===== config.mk =====
export PLATFORM = sky130hd
export DESIGN_NAME = mct_timer
export DESIGN_NICKNAME = d
export VERILOG_FILES = /design/src/hdl/mct_pkg.sv /design/src/hdl/mct_edge.sv /design/src/hdl/mct_timer.sv
export SDC_FILE = /design/constraint.sdc
export NUM_CORES = 1
export LEC_CHECK = 0
export ABC_CLOCK_PERIOD_IN_PS = 3600
export BUFFER_PORTS_ARGS = -buffer_cell sky130_fd_sc_hd__buf_2
export CAP_MARGIN = 20
export CORE_AREA = 2 2 164 166
export DETAILED_ROUTE_END_ITERATION = 10
export DIE_AREA = 0 0 166 168
export HOLD_SLACK_MARGIN = 0.12
export PLACE_DENSITY = 0.76
export SKIP_CTS_REPAIR_TIMING = 1
export SLEW_MARGIN = 20
export SYNTH_ARGS = -nofsm -noshare
export SYNTH_HDL_FRONTEND = slang
export SYNTH_SLANG_ARGS = --single-unit
export TNS_END_PERCENT = 30

===== constraint.sdc =====
create_clock -name sys_clk -period 3.6 [get_ports sys_clk]
set_clock_uncertainty 0.15 [all_clocks]
set_input_delay 0.18 -clock sys_clk [delete_from_list [all_inputs] [get_ports sys_clk]]
set_output_delay 0.18 -clock sys_clk [all_outputs]
set_load 0.01 [all_outputs]

===== src/hdl/mct_pkg.sv =====
package mct_pkg;
  localparam int unsigned CNT_W = 32;
  localparam int unsigned NCH = 4;
  localparam logic [31:0] CNT_RST = 32'h0000_0000;
  localparam logic [31:0] PRE_RST = 32'h0000_0000;
  // external match output actions
  typedef enum logic [1:0] {
    MCT_EM_NONE = 2'b00,
    MCT_EM_LOW = 2'b01,
    MCT_EM_HIGH = 2'b10,
    MCT_EM_TOGGLE = 2'b11
  } mct_em_e;
  // counter input source
  typedef enum logic [1:0] {
    MCT_MODE_TIMER = 2'b00,
    MCT_MODE_RISE = 2'b01,
    MCT_MODE_FALL = 2'b10,
    MCT_MODE_BOTH = 2'b11
  } mct_mode_e;
  // capture edge select bit positions
  localparam int unsigned CAP_RISE_BIT = 0;
  localparam int unsigned CAP_FALL_BIT = 1;
  // pin combine modes
  localparam logic [1:0] MCT_COMB_OR = 2'b00;
  localparam logic [1:0] MCT_COMB_AND = 2'b01;
endpackage


===== src/hdl/mct_edge.sv =====
`timescale 1ns/10ps
`default_nettype none
// edge detector for one capture line; inputs are synchronous already
module mct_edge (
  input wire logic sys_clk,
  input wire logic rst_n,
  input wire logic line_in,
  output logic rise,
  output logic fall
);
  logic prev_q;
  always_ff @(posedge sys_clk) begin
    if (!rst_n) begin
      prev_q <= 1'b0;
    end else begin
      prev_q <= line_in;
    end
  end
  assign rise = line_in & ~prev_q;
  assign fall = ~line_in & prev_q;
endmodule
`default_nettype wire


===== src/hdl/mct_timer.sv =====
`timescale 1ns/10ps
`default_nettype none
// Operation
// - count clock cycles in timer mode or selected input edges in counter mode
// - 32-bit count advanced through a programmable 32-bit prescaler
// - four 32-bit match values compared against the running count
// - match may let counting continue; interrupt only when enabled
// - stop-on-match holds count at that match and clears running for one cycle; counting resumes while cnt_enable stays set, interrupt optional
// - reset-on-match returns count to zero, interrupt optional
// - four capture channels latch count on selected input transition
// - capture interrupt only when enabled for that channel
// - other capture lines still capture or interrupt while one counts
// - four external outputs each driven by same-index match
// - each output goes low, high, toggles or holds on match
// - several pins combine per capture/match: OR, AND, broadcast
module mct_timer (
  input wire logic sys_clk,
  input wire logic rst_n,
  input wire logic cnt_enable,
  input wire logic cnt_reset,
  input wire logic [1:0] cnt_mode,
  input wire logic [1:0] cnt_src_sel,
  input wire logic [31:0] prescale_val,
  input wire logic [127:0] match_val,
  input wire logic [3:0] match_irq_en,
  input wire logic [3:0] match_reset_en,
  input wire logic [3:0] match_stop_en,
  input wire logic [7:0] ext_action,
  input wire logic [3:0] cap_pin_a,
  input wire logic [3:0] cap_pin_b,
  input wire logic [3:0] cap_pin_use_b,
  input wire logic [1:0] cap_comb,
  input wire logic [7:0] cap_edge_sel,
  input wire logic [3:0] cap_irq_en,
  output logic [31:0] count,
  output logic [31:0] prescale_count,
  output logic running,
  output logic [127:0] capture_val,
  output logic [3:0] match_irq,
  output logic [3:0] cap_irq,
  output logic [3:0] ext_match,
  output logic [7:0] match_pin
);
  logic [31:0] tc_q;
  logic [31:0] pc_q;
  logic run_q;
  logic [127:0] cap_q;
  logic [3:0] mirq_q;
  logic [3:0] cirq_q;
  logic [3:0] em_q;
  logic [3:0] cap_line;
  logic [3:0] cap_rise;
  logic [3:0] cap_fall;
  logic [3:0] cap_hit;
  logic [3:0] match_hit;
  logic [3:0] match_eq;
  // a match acts once per arrival at the value, not on every cycle spent
  // there, since with a prescaler the count rests on a value for many cycles
  logic [3:0] hit_seen_q;
  logic src_rise;
  logic src_fall;
  logic count_tick;
  logic pre_wrap;
  logic do_reset;
  logic do_stop;

  genvar i;
  generate
    for (i = 0; i < 4; i++) begin : g_ch
      // two pins per function: or/and combine, or one pin alone
      assign cap_line[i] = !cap_pin_use_b[i] ? cap_pin_a[i] :
        (cap_comb == mct_pkg::MCT_COMB_AND) ?
        (cap_pin_a[i] & cap_pin_b[i]) :
        (cap_pin_a[i] | cap_pin_b[i]);
      mct_edge u_edge (
        .sys_clk(sys_clk),
        .rst_n(rst_n),
        .line_in(cap_line[i]),
        .rise(cap_rise[i]),
        .fall(cap_fall[i])
      );
      // source line in counter mode may still capture
      assign cap_hit[i] =
        (cap_edge_sel[2*i+mct_pkg::CAP_RISE_BIT] & cap_rise[i]) |
        (cap_edge_sel[2*i+mct_pkg::CAP_FALL_BIT] & cap_fall[i]);
      assign match_eq[i] = (tc_q == match_val[32*i +: 32]);
      assign match_hit[i] = run_q && match_eq[i] &&
        !hit_seen_q[i];
      // broadcast: each match output appears on two pins
      assign match_pin[2*i] = em_q[i];
      assign match_pin[2*i+1] = em_q[i];
      always_ff @(posedge sys_clk) begin
        if (!rst_n) begin
          cap_q[32*i +: 32] <= mct_pkg::CNT_RST;
          cirq_q[i] <= 1'b0;
          mirq_q[i] <= 1'b0;
          em_q[i] <= 1'b0;
          hit_seen_q[i] <= 1'b0;
        end else begin
          hit_seen_q[i] <= match_hit[i] | (hit_seen_q[i] & match_eq[i]);
          if (cap_hit[i]) begin
            cap_q[32*i +: 32] <= tc_q;
          end
          cirq_q[i] <= cap_hit[i] & cap_irq_en[i];
          mirq_q[i] <= match_hit[i] & match_irq_en[i];
          if (match_hit[i]) begin
            unique case (mct_pkg::mct_em_e'(ext_action[2*i +: 2]))
              mct_pkg::MCT_EM_NONE: em_q[i] <= em_q[i];
              mct_pkg::MCT_EM_LOW: em_q[i] <= 1'b0;
              mct_pkg::MCT_EM_HIGH: em_q[i] <= 1'b1;
              mct_pkg::MCT_EM_TOGGLE: em_q[i] <= ~em_q[i];
            endcase
          end
        end
      end
    end
  endgenerate

  assign src_rise = cap_rise[cnt_src_sel];
  assign src_fall = cap_fall[cnt_src_sel];
  // events are single clock edges; pulses below one period may be lost
  assign count_tick = run_q && (
    (cnt_mode == mct_pkg::MCT_MODE_TIMER) ||
    (cnt_mode == mct_pkg::MCT_MODE_RISE && src_rise) ||
    (cnt_mode == mct_pkg::MCT_MODE_FALL && src_fall) ||
    (cnt_mode == mct_pkg::MCT_MODE_BOTH && (src_rise | src_fall)));
  assign pre_wrap = count_tick && (pc_q >= prescale_val);
  assign do_reset = |(match_hit & match_reset_en);
  assign do_stop = |(match_hit & match_stop_en);

  always_ff @(posedge sys_clk) begin
    if (!rst_n) begin
      tc_q <= mct_pkg::CNT_RST;
      pc_q <= mct_pkg::PRE_RST;
      run_q <= 1'b0;
    end else begin
      run_q <= cnt_enable & ~do_stop;
      if (cnt_reset || do_reset) begin
        tc_q <= mct_pkg::CNT_RST;
        pc_q <= mct_pkg::PRE_RST;
      end else if (do_stop) begin
        tc_q <= tc_q;
      end else if (pre_wrap) begin
        pc_q <= mct_pkg::PRE_RST;
        tc_q <= tc_q + 32'h0000_0001;
      end else if (count_tick) begin
        pc_q <= pc_q + 32'h0000_0001;
      end
    end
  end

  assign count = tc_q;
  assign prescale_count = pc_q;
  assign running = run_q;
  assign capture_val = cap_q;
  assign match_irq = mirq_q;
  assign cap_irq = cirq_q;
  assign ext_match = em_q;
endmodule
`default_nettype wire


* Word level (Yosys, flattened, before mapping)
Cells that the tools add are included.
** Operators by class
- Muxes and demuxes :: 18
- Bitwise logic cells :: 66
- Order comparisons :: 2
- Reduce and logical (&&, ||, !) cells :: 36
- $add $sub $neg :: 2
- Equality and inequality tests :: 20
** Operator list (number)
- $eq 32x32->1 :: 4
- $add 32x1->32 const B :: 2
- $mux 32 :: 2
- $and 1x1->1 :: 33
- $ge 32x32->1 :: 1
- $eq 2x2->1 const B :: 10
- $not 1->1 :: 18
- $logic_and 1x1->1 :: 13
- $or 1x1->1 :: 13
- $eq 2x1->1 const B :: 6
- $pmux 1 s3 :: 4
- $reduce_and 2->1 :: 6
- $logic_not 2->1 :: 5
- $mux 1 :: 10
- $and 4x4->4 :: 2
- $reduce_or 4->1 :: 2
- $bmux 1 s2 :: 2
- $logic_not 1->1 :: 4
- $logic_or 1x1->1 :: 4
- $lt 2x3->1 const B :: 1
- $reduce_bool 2->1 :: 1
- $reduce_or 2->1 :: 1
** Storage, ports and cells
- Input bits :: 214
- Register bits :: 213
- Logic and storage cells :: 171

* Depth between registers and ports, before layout
Gate-level depths: netlist of run 1.
- Depth in word-level cells :: 14
- Mapped depth :: 13

* Modules after synthesis
A second synthesis of run 1 with hierarchy kept.
** Second synthesis, totals
- Cell total of the unflattened synthesis :: 1414
- Area, all modules :: 11469.8 sq um
** Modules (own cells, without submodules)
- mct_timer :: instances 1, cells an instance 1398, area each 11314.6 sq um, seq. area each 4184.0 sq um
- mct_edge :: instances 4, cells an instance 4, area each 38.8 sq um, seq. area each 20.0 sq um

* Least setup slack after synthesis of run 1
No wires, ideal clock.
- Kind :: register -> register
- Start point :: register pc_q[25], in the netlist prescale_count[25]
- End point :: register tc_q[19], in the netlist count[19]
- Clock period less this slack :: 2920 ps
- Library setup time :: 70 ps
- Data arrival time :: 2700 ps
- Stages on the path, launching flop included :: 12
- Path slack :: 680 ps
- Cell sequence :: dfxtp_1 ha_1 nand4_1 nor4_2 nand4_1 a31oi_1 nor3_1 or3_1 buf_6 buf_6 or4_1 a21oi_1
** Between the ends
- Longest elaborated chain between the ends :: 3
** Ends and longest elaborated chain
- start, declared :: RTL line mct_timer.sv:45 : logic [31:0] pc_q;
- start signal, assigned :: RTL line mct_timer.sv:134 : pc_q <= mct_pkg::PRE_RST;
- start signal, assigned :: RTL line mct_timer.sv:140 : pc_q <= mct_pkg::PRE_RST;
- start signal, assigned :: RTL line mct_timer.sv:144 : pc_q <= mct_pkg::PRE_RST;
- $ge 32x32->1 :: RTL line mct_timer.sv:127 : assign pre_wrap = count_tick && (pc_q >= prescale_val);
- $logic_and 1x1->1 :: RTL line mct_timer.sv:127
- $reduce_and 2->1 (no line)
- end signal, assigned :: RTL line mct_timer.sv:133 : tc_q <= mct_pkg::CNT_RST;
- end signal, assigned :: RTL line mct_timer.sv:139 : tc_q <= mct_pkg::CNT_RST;
- end signal, assigned :: RTL line mct_timer.sv:142 : tc_q <= tc_q;
- end, declared :: RTL line mct_timer.sv:44 : logic [31:0] tc_q;
Every way passes these cells.
A chain may end at the register's enable or synchronous reset.

* Worst setup path in the final report of run 1
- Start point :: register tc_q[13], in the netlist count[13]
- End point :: register pc_q[1], in the netlist prescale_count[1]
** Between the ends
- Longest elaborated chain between the ends :: 7
- Elaborated cells on any way between the ends :: 20
- Classes of those cells :: eq/ne (4); bitwise (3); reduce/logical (13)
** Ends and longest elaborated chain
- $eq 32x32->1 :: RTL line mct_timer.sv:86 : assign match_eq[i] = (tc_q == match_val[32*i +: 32]);
- $logic_and 1x1->1 (2 in series) :: RTL line mct_timer.sv:87 : assign match_hit[i] = run_q && match_eq[i] &&
- $and 4x4->4 (on tied branches) :: RTL line mct_timer.sv:128, mct_timer.sv:129
- $reduce_or 4->1 (on tied branches) :: RTL line mct_timer.sv:128, mct_timer.sv:129
- $logic_or 1x1->1 or $not 1->1 (tied branches)
- $reduce_or 2->1 (no line) or $reduce_and 2->1 (tied branches)
Parallel ways exist; a longest one is shown, timed or not.

==> run metrics, run 1 <==
status finished clean; CP Capture Type flip-flop; Synth Area per Inst a little over 8 um2; starting density of the core ~43%; most instantiated cells after synthesis nand2_1 (298), dfxtp_1 (213), a21boi_0 (128), xor2_1 (83), xnor2_1 (75); FMAX between 0.2 and 0.3 GHz; mapped cell area about 11000 um2; Arr. time, crit path 3.88 ns; synth-to-layout area growth 32.0%; first drt pass iteration count 5; DRT antenna net count 0; Skew-Pair Late Insertion Delay ~0.54 ns; WP data required between 3 and 4 ns; largest net degree at the start of global routing 94; Via density 5.51; TritonCTS Sinks around 210; dpl hpwl 34000 um; Main synth FF type dfxtp_1; final estimated routing congestion in global placement between 0.9 and 1; H-tree depth 1; Yosys top cell area share 37.4%; Post-Place Cells about 2100; Slew Limit Fails 0; filler instances roughly 2400; Max-Cap Viols 0; FF+latch count, synth approximately 210; Rows 60; core area roughly 26000 um2; placed cell area ~14000 um2; PortBufs 426; sequential cell area fraction in the yosys report between 30% and 40%; clock-pin slew on the worst setup and hold paths about 0.07 ns; distinct cell type count after synthesis 60; CTS tree built; DRC 0; routed via count 12100; worst setup path class reg2reg; worst-margin pin slew about 0.95 ns; Avg WL per Cell 20.7 um; CTS Buf Count 25; Max IR drop VDD around 0.30 mV; Max-slew headroom a little over a third; grt ovf 0; first-pass GRT wire length 66700 um; clk root buf clkbuf_16; vias in the first global route around 11000; non-filler cells in the finished layout between 2000 and 2500; crit path time final around 3.6 ns; final worst-path cycle share between 90 and 100%; startpoint types flip-flop; RSZ-0062 raised after global routing false; Total Wirelength 45400 um; total routing usage reported by global routing a little under a third; final instance area approximately 15000 um2; Ys Warns 0; count leader, synth nand2_1; reg-to-reg setup timing slack approximately 0.03 ns; Hold Fails Final Rpt 0; Final Setup Violations 0; Die Width 166 um; final net count slightly above 2000; Pwr Density around 370 nW/um2; Die ar. about 28000 um2; I/O pins roughly 430; initial antenna violation count 13; cell taking the most area after synthesis dfxtp_1; share of cells above drive strength 1 29.9%; Iter 0 DRT Violations slightly above 900; cells after synthesis roughly 1400; Post-synth EDFFs 0; ranking of synthesized cells by area dfxtp_1 (37%), nand2_1 (9.8%), a21boi_0 (8.4%); share of synthesized flip-flops with an asynchronous set or reset 0%; syn nets ~1700; maximum fanout along the worst path between 50 and 60; Hold Path Class in2reg; CTS max path bufs 3; LEAKAGE around 6.7 nW; die height approximately 170 um
-- path summary, 6_finish.rpt --
| check | depth (start not counted) | to | start |
|---|---|---|---|
| min | 4 | count[11]$_SDFFE_PP0P_ | match_reset_en[1] |
| min reg2reg | 2 | capture_val[125]$_SDFFE_PN0N_ | capture_val[125]$_SDFFE_PN0N_ |
| max reg2reg | 9 | prescale_count[1]$_SDFFE_PP0P_ | count[13]$_SDFFE_PP0P_ |
| max | 9 | prescale_count[1]$_SDFFE_PP0P_ | count[13]$_SDFFE_PP0P_ |
-- routing by layer --
layer | routed length, um | global-route usage (%) | part of all wire (%)
met5 | 53 | 0 | 0.12
met4 | 2000 | 12.9 | 4.4
met3 | 4600 | 8.63 | 10
met2 | 21100 | 51.2 | 46
met1 | 17700 | 37.3 | 39
-- critical path, stage by stage (launching register included) --
cell and delay (ns):
dfxtp_2 0.61, xor2_1 0.17, nor4_1 0.63, nand4_1 0.25
or4_1 0.59, o2111ai_2 0.17, or3_1 0.20, buf_12 0.23
nand2_4 0.25, a21oi_1 0.24
-- through the flow --
stage | hold slack (ns) | setup TNS (ns) | power (W) | setup slack, ns | util (%)
3_5_place_dp | 0.264 | -4.49 | 0.00293 | -0.177 | 52.7
5_1_grt | 0.126 | 0 | 0.00570 | 0.0190 | 57.1
4_1_cts | -0.292 | -5.35 | 0.00554 | -0.201 | 56.0
6_report | 0.0898 | 0 | 0.00554 | 0.0292 | 57.1
3_3_place_gp | 0.258 | -4.37 | 0.00292 | -0.174 | 52.7
2_1_floorplan | 0.176 | 0 | 0.00266 | 0.680 | -
-- flip-flops by register name, indices dropped and copies added (netlist names), 4 cells and up --
| name | cells |
|---|---|
| hit_seen_q | 4 |
| cap_irq | 4 |
| prescale_count | 32 |
| g_ch.u_edge.prev_q | 4 |
| match_irq | 4 |
| count | 32 |
| ext_match | 4 |
| capture_val | 128 |
-- kinds of logic after synthesis --
family	count (synthesis)	synth area share [%]
flip-flops	213	37.4
adder cells (fa/ha/maj)	34	3.73
AND/OR/NAND/NOR	584	24.3
buffers and inverters	156	6.57
multiplexers	1	0.0878
AO/OA/AOI/OAI	259	15.7
XOR/XNOR	158	12.1
-- area by class of cell --
cell class | instances | area (um2) | area share [%]
Clock inverter | 10 | 134 | 0.890
Inverter | 47 | 176 | 1.17
Clock buffer | 34 | 719 | 4.78
Sequential cell | 213 | 4270 | 28.4
Timing Repair Buffer | 505 | 2830 | 18.8
Multi-Input combinational cell | 1036 | 6470 | 43.0
Tap cell | 341 | 427 | 2.83
Antenna cell | 9 | 22.5 | 0.150
-- cell usage in the layout (no fill, tap or decap), types with 23 or more instances in the layout --
| cell | synthesis | routed |
|---|---|---|
| a21boi_0 | 128 | 128 |
| and3_1 | 23 | 23 |
| dlygate4sd3_1 | 0 | 25 |
| nand4_1 | 42 | 42 |
| nand2_1 | 298 | 298 |
| clkbuf_16 | 0 | 25 |
| xnor2_1 | 75 | 75 |
| buf_2 | 26 | 425 |
| o21ai_0 | 30 | 30 |
| xor2_1 | 83 | 83 |
| nor2_1 | 56 | 56 |
| nand3_1 | 31 | 31 |
| a21oi_1 | 45 | 45 |
| inv_1 | 47 | 47 |
| dfxtp_1 | 213 | 207 |
| nor4_1 | 40 | 38 |
| ha_1 | 34 | 34 |
| buf_4 | 21 | 52 |
-- power breakdown --
group	internal (W)	switching (W)	total, W
logic	0.000215	0.000320	0.000535
clock network	0.00155	0.00108	0.00263
registers	0.00236	0.00000847	0.00237
Power figures use the tool's default switching activity.
==> run 2, diff against run 1 <==
--- a/config.mk
+++ b/config.mk
@@ -6,13 +6,13 @@
 export NUM_CORES = 1
 export LEC_CHECK = 0
 export ABC_CLOCK_PERIOD_IN_PS = 3600
-export BUFFER_PORTS_ARGS = -buffer_cell sky130_fd_sc_hd__buf_2
 export CAP_MARGIN = 20
-export CORE_AREA = 2 2 164 166
+export CORE_AREA = 2 2 166 168
 export DETAILED_ROUTE_END_ITERATION = 10
-export DIE_AREA = 0 0 166 168
+export DIE_AREA = 0 0 168 170
+export DONT_BUFFER_PORTS = 1
 export HOLD_SLACK_MARGIN = 0.12
-export PLACE_DENSITY = 0.76
+export PLACE_DENSITY = 0.61
 export SKIP_CTS_REPAIR_TIMING = 1
 export SLEW_MARGIN = 20
 export SYNTH_ARGS = -nofsm -noshare
==> run 2 against run 1 <==
Effect of this change: non-clock buffer count shrank 369; clock power shrank 3%; utilization shrank 7.1 points; register-to-register slack is essentially flat; power shrank 3.5%; cell area shrank 11%; largest cell class unchanged; largest power group unchanged.
==> run metrics, run 2 (synthesis results as in run 1) <==
status finished clean (unchanged); CP Launch Point count[16]$_SDFFE_PP0P_ (was count[13]$_SDFFE_PP0P_); GRT met1 Usage 36.6% (was 37.3%); first-pass GRT wire length 65300 um (was 66700 um); CP max-delay cell dfxtp_1 (was nor4_1); max FFs per register 128 (unchanged); Total Wirelength 46500 um (was 45400 um); worst setup path class reg2reg (unchanged); DRT antenna net count 0 (unchanged); Die ar. 28600 um2 (was 27900 um2); FMAX 0.280 GHz (about the same); I/O pins 427 (unchanged); non-filler cells in the finished layout 1816 (was 2195); most frequent cells in the layout nand2_1 (298), dfxtp_1 (210), a21boi_0 (128), buf_4 (89), xor2_1 (83) (was buf_2 (425), nand2_1 (298), dfxtp_1 (207), a21boi_0 (128), xor2_1 (83)); CP Capture Type flip-flop (unchanged); total negative slack 0 ns (unchanged); WP data required 3.90 ns (was 3.91 ns); n_diodes 0 (was 9); vias in the first global route 9923 (was 11400); buffers and inverters on the worst path 2 (was 1); Power Total 0.00535 W (was 0.00554 W); LEAKAGE 4.94 nW (was 6.69 nW); CTS max path bufs 3 (unchanged); reg-to-reg setup timing slack 0.03 ns (about the same); Most Used Layer, Global Route met2 (unchanged); total routing usage reported by global routing 30.6% (was 30.7%); FF-to-FF End count[31]$_SDFFE_PP0P_ (was prescale_count[1]$_SDFFE_PP0P_); RSZ-0062 raised after global routing false (unchanged); M3 GR Usage 10.2% (was 8.63%); crit path time final 3.57 ns (about the same); clock-pin slew on the worst setup and hold paths 0.06 ns (was 0.07 ns); largest net degree at the start of global routing 151 (was 94); final net count 1708 (was 2076); Hold Path Class in2reg (unchanged); fin util 50.0% (was 57.1%); synth-to-layout area growth 17.0% (was 32.0%); starting density of the core 42.8% (was 43.3%); Final Setup Violations 0 (unchanged); H-tree depth 1 (unchanged); CP Depth 10 (was 9); final worst-path cycle share 99.2% (about the same); first drt pass iteration count 5 (unchanged); final estimated routing congestion in global placement 0.885 (was 0.975); DRC 0 (unchanged); CTS tree built (unchanged); routed via count 10400 (was 12100); Fin Hold WS 0.0637 ns (was 0.0898 ns); Arr. time, crit path 3.87 ns (was 3.88 ns); worst-margin pin slew 0.939 ns (was 0.954 ns); Rows 60 (unchanged); share of cells above drive strength 1 10.6% (was 29.9%); maximum fanout along the worst path 54 (was 55); crit path capture count[31]$_SDFFE_PP0P_ (was prescale_count[1]$_SDFFE_PP0P_); Avg WL per Cell 25.6 um (was 20.7 um); commonest non-fill, non-tap cell in the layout nand2_1 (was buf_2); RR Startpoint count[16]$_SDFFE_PP0P_ (was count[13]$_SDFFE_PP0P_); Pwr Density 401 nW/um2 (was 368 nW/um2); Max IR drop VDD 0.258 mV (was 0.298 mV); grt ovf 0 (unchanged); Post-Place Cells 1727 (was 2117); CTS Buf Count 26 (was 25); met2 Use GR 51.0% (was 51.2%); die height 170 um (was 168 um); FF-to-FF path depth 10 (was 9); Slew Limit Fails 0 (unchanged); Iter 0 DRT Violations 809 (was 932); clk root buf clkbuf_16 (unchanged); Via density 5.75 (was 5.51); Max-Cap Viols 0 (unchanged); core area 26700 um2 (was 26400 um2); Critical Path, Cell by Cell xor2_1 > nor4_1 > buf_4 > nand4_1 > or4_1 > o2111ai_2 > or3_1 > buf_12 > o21ai_0 > a21oi_1 (was xor2_1 > nor4_1 > nand4_1 > or4_1 > o2111ai_2 > or3_1 > buf_12 > nand2_4 > a21oi_1); PortBufs 0 (was 426); dpl hpwl 34100 um (was 34000 um); Skew-Pair Late Insertion Delay 0.54 ns (about the same); CP top delay family simple AND/OR/NAND/NOR gates (unchanged); Hold Fails Final Rpt 0 (unchanged); TritonCTS Sinks 213 (unchanged); initial antenna violation count 1 (was 13); startpoint types flip-flop (unchanged); Die Width 168 um (was 166 um); max incr delay on CP 0.70 ns (was 0.63 ns); Max-slew headroom 37.4% (was 35.9%)
## run 2: cell types whose count changed in the layout (fill, tap and decap cells not counted), sizes merged, moves of 5 or more
cell | before | now
buf | 480 | 91
dlygate4sd3 | 25 | 45
diode | 9 | 0
clkbuf | 34 | 40
clkinvlp | 5 | 0
## run 2: worst min-delay path by stage
stage | from | end | slack, ns | cells after the start
2_1_floorplan | cap_irq_en[0] | cap_irq[0]$_SDFF_PN0_ | 0.18 | 1
3_3_place_gp | cnt_enable | running$_SDFF_PN0_ | 0.18 | 1
3_5_place_dp | match_irq_en[1] | match_irq[1]$_SDFF_PN0_ | 0.18 | 1
4_1_cts | match_irq_en[1] | match_irq[1]$_SDFF_PN0_ | -0.38 | 1
5_1_grt | cap_pin_b[0] | g_ch[0].u_edge.prev_q$_SDFF_PN0_ | 0.12 | 3
6_report | cap_pin_b[0] | g_ch[0].u_edge.prev_q$_SDFF_PN0_ | 0.06 | 3
## run 2: area by class of cell
class                   instances  area [um2]
clock buffers                  40         803
clock inverters                 3        26.3
fillers                      2535       13300
inverters                      47         176
multi-input cells            1036        6470
flip-flops and latches        213        4270
well taps                     341         427
repair buffers                136        1170
## run 2: worst min-delay path: stages
cell	delay (ns)
o22ai_1	0.24
or2_2	0.22
nor2b_1	0.06
## run 2: layer usage
metal	share of wire [%]	wire length, um	up-vias
met1	39	18300	4967
met5	0	0	-
met2	47	21800	509
met4	3.5	1620	0
li1	-	-	4886
met3	10	4710	85
## run 2: metrics by stage
step,instance area (um2),worst slack (ns)
after floorplan,11400,0.680
after detailed placement,12000,0.0986
after global placement,12000,0.113
after CTS,12800,0.0776
after global routing,13300,0.000367
final,13300,0.0271
## run 2: where the power goes
group / switching (W) / total, W / internal (W)
Clock: 0.00103 / 0.00255 / 0.00152
Combinational: 0.000270 / 0.000421 / 0.000151
Sequential: 0.0000111 / 0.00237 / 0.00236
Total: 0.00131 / 0.00535 / 0.00403
